**src/design/cdbc_regs.svh**
```systemverilog
// constants of the click duration batch counter: reset values, pin slots, timing counts
// assumes a 250 MHz core clock; included by the package and the top module
`ifndef CDBC_REGS_SVH
`define CDBC_REGS_SVH

// ==========================================================
// clock and timing
`define CDBC_CLK_KHZ 250000
`define CDBC_MS2CYC(ms) ((ms) * `CDBC_CLK_KHZ)
`define CDBC_BEEP_ACC_MS 50
`define CDBC_BEEP_REJ_MS 300
`define CDBC_BEEP_BATCH_MS 1000
`define CDBC_DONE_MS 500
`define CDBC_SCROLL_MS 250

// ==========================================================
// slots of the synchronised pin vector
`define CDBC_PIN_KEY 0
`define CDBC_PIN_DIR 1
`define CDBC_PIN_SUSP 2
`define CDBC_PIN_MODE 3
`define CDBC_PIN_SET 4
`define CDBC_PIN_UP 5
`define CDBC_PIN_DOWN 6
`define CDBC_PIN_W 7

// ==========================================================
// reset values of every parameter set, message length width and window size
`define CDBC_RST_MIN 16'h0064
`define CDBC_RST_MAX 16'h00C8
`define CDBC_RST_BATCH 16'h000A
`define CDBC_MSG_LEN_W 4
`define CDBC_WIN_CHARS 4

`endif

```
**src/design/cdbc_pkg.sv**
```systemverilog
// types of the click duration batch counter
// assumes cdbc_regs.svh on the include path
`include "cdbc_regs.svh"

package cdbc_pkg;
  // ==========================================================
  // modes
  typedef enum logic [2:0] {ST_RUN = 3'h1, ST_PSEL = 3'h2, ST_EDIT = 3'h4} cdbc_state_t;
  typedef enum logic [2:0] {FLD_MIN = 3'h1, FLD_MAX = 3'h2, FLD_BATCH = 3'h4} cdbc_field_t;
  typedef enum logic [1:0] {SHOW_COUNT = 2'h1, SHOW_REMAIN = 2'h2} cdbc_show_t;

  // ==========================================================
  // whole state of the top module
  typedef struct packed {
    logic [`CDBC_PIN_W-1:0] sync1;
    logic [`CDBC_PIN_W-1:0] sync2;
    logic [`CDBC_PIN_W-1:0] prev;
    cdbc_state_t state;
    cdbc_field_t field;
    cdbc_show_t show;
    logic [1:0] set_idx;
    logic [3:0][15:0] min_click_time;
    logic [3:0][15:0] max_click_time;
    logic [3:0][15:0] batch;
    logic [15:0] tally;
    logic susp;
    logic led_acc;
    logic led_rej;
    logic led_err;
    logic led_susp;
    logic led_run;
    logic buzzer;
    logic batch_done;
    logic [31:0] buzz_cnt;
    logic [31:0] done_cnt;
  } cdbc_top_st_t;

  // ==========================================================
  // whole state of the scroller
  typedef struct packed {
    logic [31:0] tick;
    logic [`CDBC_MSG_LEN_W-1:0] pos;
    logic [31:0] chars;
  } cdbc_scr_st_t;
endpackage

```
**src/design/cdbc_disp_if.sv**
```systemverilog
// message carrier between the counter core and the display scroller
// assumes both ends run on the same clock
`timescale 1ns/1ps

interface cdbc_disp_if;
  logic [7:0][7:0] msg;
  logic [3:0] msg_len;
  logic restart;
  logic [31:0] chars;

  modport src
  (
    output msg,
    output msg_len,
    output restart,
    input chars
  );
  modport scr
  (
    input msg,
    input msg_len,
    input restart,
    output chars
  );
endinterface

```
**src/design/cdbc_scroller.sv**
```systemverilog
// four character display window that scrolls long messages right to left
// assumes msg[0] is the first character and msg_len lies in 1..8
`timescale 1ns/1ps

module cdbc_scroller
  import cdbc_pkg::*;
(
  input wire logic clk,
  input wire logic rst_n,
  input wire logic ce,
  input wire logic [31:0] step,
  cdbc_disp_if.scr dp
);
  cdbc_scr_st_t s;
  cdbc_scr_st_t next_s;

  // ==========================================================
  // character at window slot, blank past the end of the message
  function automatic logic [7:0] char_at(input logic [3:0] p);
    return (p < dp.msg_len) ? dp.msg[p[2:0]] : 8'h20;
  endfunction

  // ==========================================================
  // window position and step timer
  always_comb
  begin
    next_s = s;
    if (dp.restart || dp.msg_len <= 4'h4)
    begin
      next_s.pos = 4'h0;
      next_s.tick = 32'h0;
    end
    else if (s.tick + 32'h1 >= step)
    begin
      next_s.tick = 32'h0;
      // wrap only after the tail has left the window, so the text walks off left
      next_s.pos = (s.pos >= dp.msg_len) ? 4'h0 : s.pos + 4'h1;
    end
    else
    begin
      next_s.tick = s.tick + 32'h1;
    end
    for (int i = 0; i < `CDBC_WIN_CHARS; i++)
    begin
      next_s.chars[31 - 8 * i -: 8] = char_at(next_s.pos + 4'(i));
    end
  end

  // ==========================================================
  // state register
  always_ff @(posedge clk or negedge rst_n)
  begin
    if (!rst_n)
      s <= '0;
    else if (ce)
      s <= next_s;
  end

  assign dp.chars = s.chars;
endmodule

```
**src/design/cdbc_top.sv**
```systemverilog
// click duration batch counter: judges each wrench cycle in run mode and counts a batch
// assumes durations arrive as one-cycle strobes from radio logic on clk;
// keys, buttons and direction come from pins and are synchronised here
`timescale 1ns/1ps
`include "cdbc_regs.svh"

module cdbc_top
  import cdbc_pkg::*;
#(
  parameter logic [31:0] BEEP_ACC = `CDBC_MS2CYC(`CDBC_BEEP_ACC_MS),
  parameter logic [31:0] BEEP_REJ = `CDBC_MS2CYC(`CDBC_BEEP_REJ_MS),
  parameter logic [31:0] BEEP_BATCH = `CDBC_MS2CYC(`CDBC_BEEP_BATCH_MS),
  parameter logic [31:0] DONE_HOLD = `CDBC_MS2CYC(`CDBC_DONE_MS),
  parameter logic [31:0] SCROLL_STEP = `CDBC_MS2CYC(`CDBC_SCROLL_MS)
)
(
  input wire logic clk,
  input wire logic rst_n,
  input wire logic ce,
  input wire logic dur_valid,
  input wire logic [15:0] dur_value,
  input wire logic key_program_key_position,
  input wire logic count_down,
  input wire logic btn_suspend,
  input wire logic btn_mode,
  input wire logic btn_set,
  input wire logic btn_up,
  input wire logic btn_down,
  output logic led_accept,
  output logic led_reject,
  output logic led_error,
  output logic led_suspend,
  output logic led_run,
  output logic buzzer,
  output logic batch_done,
  output logic [31:0] disp_chars
);
  cdbc_top_st_t s;
  cdbc_top_st_t next_s;
  cdbc_disp_if dif();

  logic [`CDBC_PIN_W-1:0] pins;
  logic [`CDBC_PIN_W-1:0] press;
  logic key;
  logic dir_dn;
  logic dir_chg;
  logic in_rng;
  logic judge;
  logic good;
  logic last;
  logic [15:0] cur_batch;
  logic [15:0] shown;

  // ==========================================================
  // hex digit to display character, used for every numeric field
  function automatic logic [7:0] hex_ch(input logic [3:0] n);
    return (n < 4'hA) ? 8'h30 + {4'h0, n} : 8'h37 + {4'h0, n};
  endfunction

  // ==========================================================
  // pin view: buttons are taken on their rising edge after two flops;
  // no debounce here, bounce filtering is left to the front panel
  assign pins = {btn_down, btn_up, btn_set, btn_mode, btn_suspend, count_down, key_program_key_position};
  assign press = s.sync2 & ~s.prev;
  assign key = s.sync2[`CDBC_PIN_KEY];
  assign dir_dn = s.sync2[`CDBC_PIN_DIR];
  assign dir_chg = s.sync2[`CDBC_PIN_DIR] ^ s.prev[`CDBC_PIN_DIR];
  assign cur_batch = s.batch[s.set_idx];

  // inclusive window on the active set
  assign in_rng = dur_value >= s.min_click_time[s.set_idx] &&
    dur_value <= s.max_click_time[s.set_idx];
  assign judge = dur_valid && s.state == ST_RUN && key == 1'b0;
  assign good = judge && in_rng && !s.susp && !dir_chg;
  assign last = dir_dn ? (s.tally <= 16'h1) : (s.tally + 16'h1 >= cur_batch);

  // ==========================================================
  // next state of the whole core
  always_comb
  begin
    next_s = s;
    next_s.sync1 = pins;
    next_s.sync2 = s.sync1;
    next_s.prev = s.sync2;
    next_s.buzz_cnt = (s.buzz_cnt != 32'h0) ? s.buzz_cnt - 32'h1 : 32'h0;
    next_s.done_cnt = (s.done_cnt != 32'h0) ? s.done_cnt - 32'h1 : 32'h0;

    // a changed count direction restarts the batch from its own origin
    if (dir_chg)
      next_s.tally = dir_dn ? cur_batch : 16'h0;

    // key position picks the mode; leaving program restarts the batch
    if (!key && s.state != ST_RUN)
    begin
      next_s.state = ST_RUN;
      next_s.tally = dir_dn ? cur_batch : 16'h0;
    end
    else
    begin
      case (s.state)
        ST_RUN:
        begin
          if (key)
            next_s.state = ST_PSEL;
          if (!key && press[`CDBC_PIN_SUSP])
            next_s.susp = !s.susp;
          if (!key && press[`CDBC_PIN_MODE])
            next_s.show = (s.show == SHOW_COUNT) ? SHOW_REMAIN : SHOW_COUNT;
          if (judge)
          begin
            next_s.led_acc = in_rng;
            next_s.led_rej = !in_rng;
            next_s.led_err = !in_rng;
            next_s.buzz_cnt = in_rng ? BEEP_ACC : BEEP_REJ;
          end
          if (good)
          begin
            if (last)
            begin
              next_s.tally = dir_dn ? cur_batch : 16'h0;
              next_s.done_cnt = DONE_HOLD;
              next_s.buzz_cnt = BEEP_BATCH;
            end
            else
            begin
              next_s.tally = dir_dn ? s.tally - 16'h1 : s.tally + 16'h1;
            end
          end
        end
        ST_PSEL:
        begin
          if (press[`CDBC_PIN_UP])
            next_s.set_idx = s.set_idx + 2'h1;
          else if (press[`CDBC_PIN_DOWN])
            next_s.set_idx = s.set_idx - 2'h1;
          if (press[`CDBC_PIN_SET])
          begin
            next_s.state = ST_EDIT;
            next_s.field = FLD_MIN;
          end
        end
        ST_EDIT:
        begin
          // only the active set is touched while editing
          case (s.field)
            FLD_MIN:
            begin
              if (press[`CDBC_PIN_UP])
                next_s.min_click_time[s.set_idx] = s.min_click_time[s.set_idx] + 16'h1;
              else if (press[`CDBC_PIN_DOWN])
                next_s.min_click_time[s.set_idx] = s.min_click_time[s.set_idx] - 16'h1;
              if (press[`CDBC_PIN_SET])
                next_s.field = FLD_MAX;
            end
            FLD_MAX:
            begin
              if (press[`CDBC_PIN_UP])
                next_s.max_click_time[s.set_idx] = s.max_click_time[s.set_idx] + 16'h1;
              else if (press[`CDBC_PIN_DOWN])
                next_s.max_click_time[s.set_idx] = s.max_click_time[s.set_idx] - 16'h1;
              if (press[`CDBC_PIN_SET])
                next_s.field = FLD_BATCH;
            end
            FLD_BATCH:
            begin
              // a batch of zero would complete on every accepted cycle, so the down button stops at one
              if (press[`CDBC_PIN_UP])
                next_s.batch[s.set_idx] = cur_batch + 16'h1;
              else if (press[`CDBC_PIN_DOWN] && cur_batch > 16'h1)
                next_s.batch[s.set_idx] = cur_batch - 16'h1;
              if (press[`CDBC_PIN_SET])
                next_s.state = ST_PSEL;
            end
            default: next_s.field = FLD_MIN;
          endcase
        end
        default: next_s.state = ST_RUN;
      endcase
    end

    next_s.led_susp = next_s.susp;
    next_s.led_run = next_s.state == ST_RUN;
    next_s.buzzer = next_s.buzz_cnt != 32'h0;
    next_s.batch_done = next_s.done_cnt != 32'h0;
  end

  // ==========================================================
  // state register; ce low freezes everything, synchronisers included
  always_ff @(posedge clk or negedge rst_n)
  begin
    if (!rst_n)
    begin
      s <= '0;
      s.state <= ST_RUN;
      s.field <= FLD_MIN;
      s.show <= SHOW_COUNT;
      s.min_click_time <= {4{`CDBC_RST_MIN}};
      s.max_click_time <= {4{`CDBC_RST_MAX}};
      s.batch <= {4{`CDBC_RST_BATCH}};
      s.led_run <= 1'b1;
    end
    else if (ce)
    begin
      s <= next_s;
    end
  end

  // ==========================================================
  // display message: count or remaining in run, set letter or value in program
  always_comb
  begin
    shown = 16'h0;
    dif.msg = {8{8'h20}};
    dif.msg_len = 4'h4;
    case (s.state)
      ST_RUN:
      begin
        // the tally is the count going up and the remainder going down
        if ((s.show == SHOW_COUNT) ^ dir_dn)
          shown = s.tally;
        else
          shown = cur_batch - s.tally;
        for (int i = 0; i < 4; i++)
          dif.msg[i] = hex_ch(shown[15 - 4 * i -: 4]);
      end
      ST_PSEL:
      begin
        dif.msg[0] = 8'h53;
        dif.msg[1] = 8'h45;
        dif.msg[2] = 8'h54;
        dif.msg[4] = 8'h41 + {6'h0, s.set_idx};
        dif.msg_len = 4'h5;
      end
      ST_EDIT:
      begin
        case (s.field)
          FLD_MIN: shown = s.min_click_time[s.set_idx];
          FLD_MAX: shown = s.max_click_time[s.set_idx];
          default: shown = cur_batch;
        endcase
        dif.msg[0] = (s.field == FLD_MIN) ? 8'h4C : (s.field == FLD_MAX) ? 8'h48 : 8'h42;
        dif.msg[1] = 8'h3D;
        for (int i = 0; i < 4; i++)
          dif.msg[i + 2] = hex_ch(shown[15 - 4 * i -: 4]);
        dif.msg_len = 4'h6;
      end
      default: dif.msg_len = 4'h4;
    endcase
  end

  // restart the scroll whenever the subject of the display changes
  assign dif.restart = (|press) || dir_chg;

  cdbc_scroller u_scr
  (
    .clk(clk),
    .rst_n(rst_n),
    .ce(ce),
    .step(SCROLL_STEP),
    .dp(dif.scr)
  );

  // ==========================================================
  // outputs, each straight from a flop
  assign led_accept = s.led_acc;
  assign led_reject = s.led_rej;
  assign led_error = s.led_err;
  assign led_suspend = s.led_susp;
  assign led_run = s.led_run;
  assign buzzer = s.buzzer;
  assign batch_done = s.batch_done;
  assign disp_chars = dif.chars;
endmodule

```
**config.mk**
```make
export PLATFORM = sky130hd
export DESIGN_NAME = cdbc_top
export DESIGN_NICKNAME = d
export VERILOG_FILES = /design/src/design/cdbc_pkg.sv /design/src/design/cdbc_disp_if.sv /design/src/design/cdbc_scroller.sv /design/src/design/cdbc_top.sv
export VERILOG_INCLUDE_DIRS = /design/src /design/src/design
export SDC_FILE = /design/constraint.sdc
export NUM_CORES = 1
export LEC_CHECK = 0
export BUFFER_PORTS_ARGS = -buffer_cell sky130_fd_sc_hd__buf_2
export CORE_ASPECT_RATIO = 0.9
export CORE_MARGIN = 4
export CORE_UTILIZATION = 45
export DETAILED_ROUTE_END_ITERATION = 8
export GPL_TIMING_DRIVEN = 0
export PLACE_DENSITY = 0.58
export SLEW_MARGIN = 20
export SYNTH_ARGS = -nofsm -noshare
export SYNTH_HDL_FRONTEND = slang
export SYNTH_SLANG_ARGS = --single-unit
export TNS_END_PERCENT = 1
```
**constraint.sdc**
```tcl
create_clock -name clk -period 8 [get_ports clk]
set_input_delay 1.6 -clock clk [delete_from_list [all_inputs] [get_ports clk]]
set_output_delay 1.6 -clock clk [all_outputs]
set_load 0.005 [all_outputs]
```
==> results.sh, run 1 <==
export IMPL_status="completed"
export IMPL_p_per_area_mw_per_mm2=259.8
export IMPL_rsz0062_at_grt="no"
export IMPL_path_clk_slew_ps=50
export IMPL_grt_max_degree=97
export IMPL_synth_edf_count=0
export IMPL_whs_endpoint="led_accept"
export IMPL_yosys_register_bits=373
export IMPL_std_cell_rows=82
export IMPL_max_stage_delay_ps=740
export IMPL_power_total_mw=7.349
export IMPL_finalSetupTns_ps=0
export IMPL_finish_utilization_pct=50.68
export IMPL_antenna_left=0
export IMPL_die_w_microns=258.4
export IMPL_syn_inst=2718
export IMPL_maxCapViolations=0
export IMPL_cts_root_buf="clkbuf_16"
export IMPL_dp_cells=3542
export IMPL_antenna_found_initial=2
export IMPL_hold_buffers=0
export IMPL_drt_wl_total_microns=84530
export IMPL_whs_path_depth=1
export IMPL_yosysWarnings=0
export IMPL_core_sq_mm=0.05581
export IMPL_path_buf_inv=6
export IMPL_reg2reg_setup_slack_ps=740
export IMPL_dpl_hpwl_microns=62230
export IMPL_avgViaCountPerCell=6.219
export IMPL_ys_seq_area_share_pct=36.93
export IMPL_worst_pin_slew_ps=1163
export IMPL_worstPathRequired_ps=8490
export IMPL_final_common_cell="dfrtp_1"
export IMPL_dr_first_iter_drc_count=1914
export IMPL_peakVddDrop_uv=174.6
export IMPL_die_area_sq_mm=0.06031
export IMPL_grt_pass1_wl_microns=131800
export IMPL_slew_headroom_pct=22.27
export IMPL_htree_levels=2
export IMPL_drive_above_1_share_pct=17.87
export IMPL_r2r_start="s[281]"
export IMPL_worstSkewPairLatency_ps=590
export IMPL_finalHoldWorstSlack_ps=474.4
export IMPL_crit_family="buffers and inverters"
export IMPL_numCtsBuffers=45
export IMPL_drv_slew=0
export IMPL_max_clock_path_buffers=3
export IMPL_final_cells=3621
export IMPL_grt_pass1_vias=22310
export IMPL_final_cell_mix="dfrtp_1 (337), nand2_1 (272), o21ai_0 (214), mux2_2 (210), nor2_1 (176)"
export IMPL_start_kind="register"
export IMPL_drc_errors=0
export IMPL_period_share_pct=90.76
export IMPL_period_needed_ps=7260
export IMPL_r2r_cells=19
export IMPL_io_pins=66
export IMPL_initial_utilization_pct=45.50
export IMPL_place_ws_ps=-596.0
export IMPL_grt_ovfl_total=0
export IMPL_design_area_sq_mm=0.02829
export IMPL_arrival_ps=7750
export IMPL_io_buffers=61
export IMPL_yosysUniqueCellTypes=89
export IMPL_syn_area_per_cell_sq_um=9.344
export IMPL_r2r_end="s[12]"
export IMPL_wl_per_cell_microns=23.34
export IMPL_final_fill_count=5281
export IMPL_crit_fanout=19
export IMPL_die_h_microns=233.4
export IMPL_synthArstFlopShare_pct=100.0
export IMPL_nets=2960
export IMPL_leakagePower_nw=12.07
export IMPL_vias=22520
export IMPL_dr_pass1_iters=6
export IMPL_syn_area_sq_mm=0.02540
export IMPL_hold_class="reg2reg"
export IMPL_worst_setup_path_end_kind="register"
export IMPL_crit_cells=19
export IMPL_fin_skew_ps=13.79
export IMPL_num_antenna_cells=0
export IMPL_crit_slowest_cell="clkbuf_2"
export IMPL_fin_ws_ps=739.5
export IMPL_crit_chain="clkbuf_1 -> clkbuf_2 -> clkbuf_2 -> mux4_2 -> inv_1 -> ha_1 -> a21boi_0 -> o21ai_0 -> nand2b_1 -> a21oi_1 -> o211ai_1 -> a2111oi_1 -> mux2i_1 -> nand2_1 -> nor4_1 -> clkbuf_1 -> clkbuf_1 -> o21ai_0 -> o21ai_0"
export IMPL_cts_sinks=373
export IMPL_setup_viol=0
export IMPL_cts_setup_buffers=0
export IMPL_placed_area_sq_mm=0.02679
export IMPL_max_freq_mhz=137.7
export IMPL_worstSetupPathType="reg2reg"
export IMPL_place_gp_congestion=0.9420
export IMPL_finalHoldViolCount=0
export IMPL_hp_start="led_accept"
export IMPL_syn_to_final_growth_pct=11.38
export IMPL_synth_ff_type="dfrtp_1"
export IMPL_cts_tree="built"
export IMPL_grt_usage_pct=27.78
==> per-layer routing <==
layer	part of all wire (%)	GRT usage, %
met1	43	37.67
met2	47	45.51
met3	6.4	3.696
met4	4.0	10.86
met5	0.032	0
==> power by group <==
group	internal, mW	switching [mW]	total, mW
Combinational	1.08	1.84	2.93
Clock	1.25	0.845	2.10
Sequential	2.11	0.219	2.33
==> Yosys cell counts (45+ instances only) <==
library cell	n	area share, %
nand3_1	74	1.5
mux2_2	210	9.3
o21ai_0	214	4.2
nor2_1	176	2.6
a21oi_1	110	2.2
inv_1	120	1.8
dfrtp_1	337	33
nand2_1	272	4.0
nor3_1	70	1.4
ha_1	100	4.9
mux2i_1	45	1.8
xnor2_1	97	3.3
clkbuf_1	115	1.7
==> final cells by class <==
type | count | area, sq um | area share (%)
Clock buffer | 66 | 1295 | 4.578
Timing Repair Buffer | 65 | 425.4 | 1.504
Inverter | 123 | 464.2 | 1.641
Tap cell | 756 | 945.9 | 3.344
Sequential cell | 373 | 9379 | 33.16
Buffer | 176 | 830.8 | 2.937
Clock inverter | 14 | 188.9 | 0.6679
Multi-Input combinational cell | 2048 | 14760 | 52.17
==> sequential cells by signal (all words and copies together), names as in the netlist, named ones only <==
register        count
led_accept          1
s                 277
led_error           1
u_scr.dp.chars     28
u_scr.s            36
led_run             1
batch_done          1
next_s             12
dir_dn              1
key                 1
led_suspend         1
buzzer              1
==> worst max-delay path by stage <==
stage	startpoint	end	slack [ps]
6_report	s[281]	s[12]	740
2_1_floorplan	s[281]	u_scr.dp.chars[25]	2480
4_1_cts	s[281]	s[12]	80
3_3_place_gp	rst_n	s[156]	-2040
3_5_place_dp	s[281]	s[12]	-600
5_1_grt	s[281]	s[8]	290
==> timing repair <==
action                                  in CTS  in global routing
resized for setup                            2                  0
endpoints found under the setup margin      67                 16
endpoints found under the hold margin        0                  0
gates cloned                                 0                  0
==> worst register-to-register path: cells and delay by family (launching register included) <==
kind            cells  cell delay [ps]
fa+ha+maj           1              270
mux                 2             1280
simple gates        3              980
flops               1              380
compound gates      7              980
buf+inv             6             3280
==> logic make-up (layout without fill, tap and decap cells) <==
kind of cell / after synthesis / after routing / synth area share, %
flops: 373 / 373 / 36.93
simple gates: 850 / 850 / 16.36
fa+ha+maj: 101 / 101 / 5.005
buf+inv: 300 / 444 / 5.099
other cells: 1 / 4 / 0.01477
xor+xnor: 122 / 122 / 4.207
compound gates: 673 / 673 / 17.49
mux: 298 / 298 / 14.90
Note: power is estimated with default switching activity, not from simulation.
==> run 2, diff against run 1 <==
- CELL_PAD_IN_SITES_DETAIL_PLACEMENT: default -> 1
- CELL_PAD_IN_SITES_GLOBAL_PLACEMENT: default -> 2
- CORE_UTILIZATION: 45 -> 41
- PLACE_DENSITY: 0.58 -> 0.78
- SYNTH_HIERARCHICAL: default -> 1
==> run 2 against run 1 <==
  * Worst hold slack gained 4.9 ps
  * Largest cell class unchanged
  * Critical path type unchanged
  * Critical endpoint is now u_scr/dp.chars[21]
  * Largest power group unchanged
  * Die area grew 18%
  * Sequential share of layout area decreased by 2.5 points
  * Setup slack worse by 360 ps
  * Synthesized cell count rose by 11%
  * Total power is 15% higher
==> results.sh, run 2 <==
export IMPL_status="completed"
export IMPL_htree_levels=2
export IMPL_rsz0062_at_grt="yes"
export IMPL_placed_area_sq_mm=0.02930
export IMPL_initial_utilization_pct=41.56
export IMPL_core_sq_mm=0.06581
export IMPL_wl_per_cell_microns=24.01
export IMPL_dp_cells=4058
export IMPL_hold_class="reg2reg"
export IMPL_maxCapViolations=0
export IMPL_worst_setup_path_end_kind="register"
export IMPL_nets=3413
export IMPL_synth_ff_type="dfrtp_1"
export IMPL_period_share_pct=95.23
export IMPL_syn_area_per_cell_sq_um=9.067
export IMPL_p_per_area_mw_per_mm2=272.5
export IMPL_crit_slowest_cell="a2111oi_4"
export IMPL_grt_max_degree=94
export IMPL_largest_register="s"
export IMPL_finalHoldWorstSlack_ps=479.2
export IMPL_syn_inst=3017
export IMPL_finish_utilization_pct=46.99
export IMPL_cts_root_buf="clkbuf_16"
export IMPL_crit_fanout=10
export IMPL_io_pins=66
export IMPL_finalHoldViolCount=0
export IMPL_crit_top_cell="ha_1"
export IMPL_crit_family="simple AND/OR/NAND/NOR gates"
export IMPL_design_area_sq_mm=0.03093
export IMPL_largest_reg_flops=277
export IMPL_antenna_left=0
export IMPL_place_gp_congestion=0.9060
export IMPL_dr_pass1_iters=6
export IMPL_drive_above_1_share_pct=14.93
export IMPL_dr_first_iter_drc_count=1460
export IMPL_yosysWarnings=6
export IMPL_yosysUniqueCellTypes=99
export IMPL_max_stage_delay_ps=690
export IMPL_yosys_register_bits=377
export IMPL_final_common_cell="nand2_1"
export IMPL_worstPathRequired_ps=8450
export IMPL_period_needed_ps=7618
export IMPL_io_buffers=65
export IMPL_worst_pin_slew_ps=1123
export IMPL_cts_sinks=377
export IMPL_grt_ovfl_total=0
export IMPL_cts_tree="built"
export IMPL_antenna_found_initial=1
export IMPL_final_fill_count=7723
export IMPL_grt_usage_pct=27.79
export IMPL_start_kind="register"
export IMPL_grt_pass1_wl_microns=155100
export IMPL_numCtsBuffers=46
export IMPL_synth_edf_count=0
export IMPL_arrival_ps=8060
export IMPL_fin_skew_ps=26.81
export IMPL_worstSkewPairLatency_ps=590
export IMPL_dpl_hpwl_microns=74610
export IMPL_avgViaCountPerCell=6.017
export IMPL_yosysMostFrequentCell="nand2_1"
export IMPL_synth_top_area_cell="dfrtp_1"
export IMPL_slew_headroom_pct=24.31
export IMPL_ys_seq_area_share_pct=34.65
export IMPL_syn_to_final_growth_pct=13.06
export IMPL_die_area_sq_mm=0.07092
export IMPL_num_antenna_cells=0
export IMPL_synthTopCellsByArea="dfrtp_1 (31%), ha_1 (6.4%), mux2_2 (5.5%)"
export IMPL_die_w_microns=280.3
export IMPL_synthArstFlopShare_pct=100.0
export IMPL_vias=24940
export IMPL_syn_area_sq_mm=0.02735
export IMPL_worstSetupPathType="reg2reg"
export IMPL_leakagePower_nw=13.58
export IMPL_hold_buffers=0
export IMPL_drc_errors=0
export IMPL_die_h_microns=253.0
export IMPL_drt_wl_total_microns=99530
export IMPL_std_cell_rows=89
export IMPL_path_buf_inv=5
export IMPL_path_clk_slew_ps=60
export IMPL_drv_slew=0
export IMPL_peakVddDrop_uv=204.6
export IMPL_power_total_mw=8.426
export IMPL_setup_viol=0
export IMPL_synthTopCellsByCount="nand2_1 (375), dfrtp_1 (341), o21ai_0 (275)"
export IMPL_synth_top_cell_area_share_pct=31.20
export IMPL_max_clock_path_buffers=3
export IMPL_final_cell_mix="nand2_1 (375), dfrtp_1 (341), o21ai_0 (275), inv_1 (146), nor2_1 (146)"
export IMPL_final_cells=4145
export IMPL_max_freq_mhz=131.3
export IMPL_grt_pass1_vias=26200
==> run 2: cell types whose count changed after synthesis, moves of 21 or more <==
cell and delta:
a211oi_1 +45, ha_1 +41, inv_1 +28, mux2_2 -77, mux2i_1 +63, nand2_1 +103, nor2_1 -29, o21ai_0 +61
o22ai_1 +21
==> run 2: worst paths after layout <==
path / from / to / slack [ps] / cells after the start
max in group asynchronous: rst_n / s[254] / 5790 / 3
setup / recovery: u_scr/s[36] / u_scr/dp.chars[21] / 380 / 28
min in group asynchronous: rst_n / s[60] / 920 / 1
hold / removal: register / register / 480 / 2
setup reg to reg: u_scr/s[36] / u_scr/dp.chars[21] / 380 / 28
hold reg to reg: register / register / 480 / 2
==> run 2: through the flow <==
| stage | setup slack [ps] | setup TNS (ps) |
|---|---|---|
| final | 381.8 | 0 |
| after global routing | -147.1 | -253.7 |
| after CTS | 63.14 | 0 |
| after detailed placement | -533.0 | -3050 |
| after global placement | -2380 | -794650 |
| after floorplan | 1599 | 0 |
==> run 2: layout make-up <==
cell class              count  area (sq um)  area share [%]
clock inverters            27         282.8          0.9143
inverters                 155         589.3           1.905
flip-flops and latches    377          9479           30.65
clock buffers              58          1277           4.131
plain buffers             185         958.4           3.099
repair buffers             74         483.0           1.562
multi-input cells        2405         16780           54.24
well taps                 864          1081           3.495
==> run 2: kinds of logic after synthesis <==
family | synth area share, %
AO/OA/AOI/OAI | 18.90
XOR/XNOR | 4.341
adder cells (fa/ha/maj) | 6.523
buffers and inverters | 5.635
flip-flops | 34.65
multiplexers | 13.54
other | 0.02746
AND/OR/NAND/NOR | 16.38
==> run 2: what timing repair did <==
item | 4_1_cts | 5_1_grt
setup endpoints to repair | 14 | 15
pin swaps | 1 | 1
cloned | 0 | 0
endpoints found under the hold margin | 0 | 0
setup buffers | 2 | 2
gates resized for setup | 3 | 8
==> run 2: power breakdown <==
group	internal, mW	switching, mW	total, mW
registers	2.17	0.303	2.47
logic	1.39	2.35	3.74
clock network	1.30	0.915	2.21
==> run 2: worst min-delay path: stages, from the launching register on <==
cell	delay [ps]
dfrtp_1	340
nand2_1	40
o21ai_0	60
==> run 2: metal layers <==
layer  routed length (microns)  global-route usage [%]  vias up
met5                        13                       0        -
met4                      3691                   9.831        2
met3                      4219                   3.559      197
met2                     47270                   46.93      549
met1                     44340                   36.90    12760
li1                          -                       -    11430
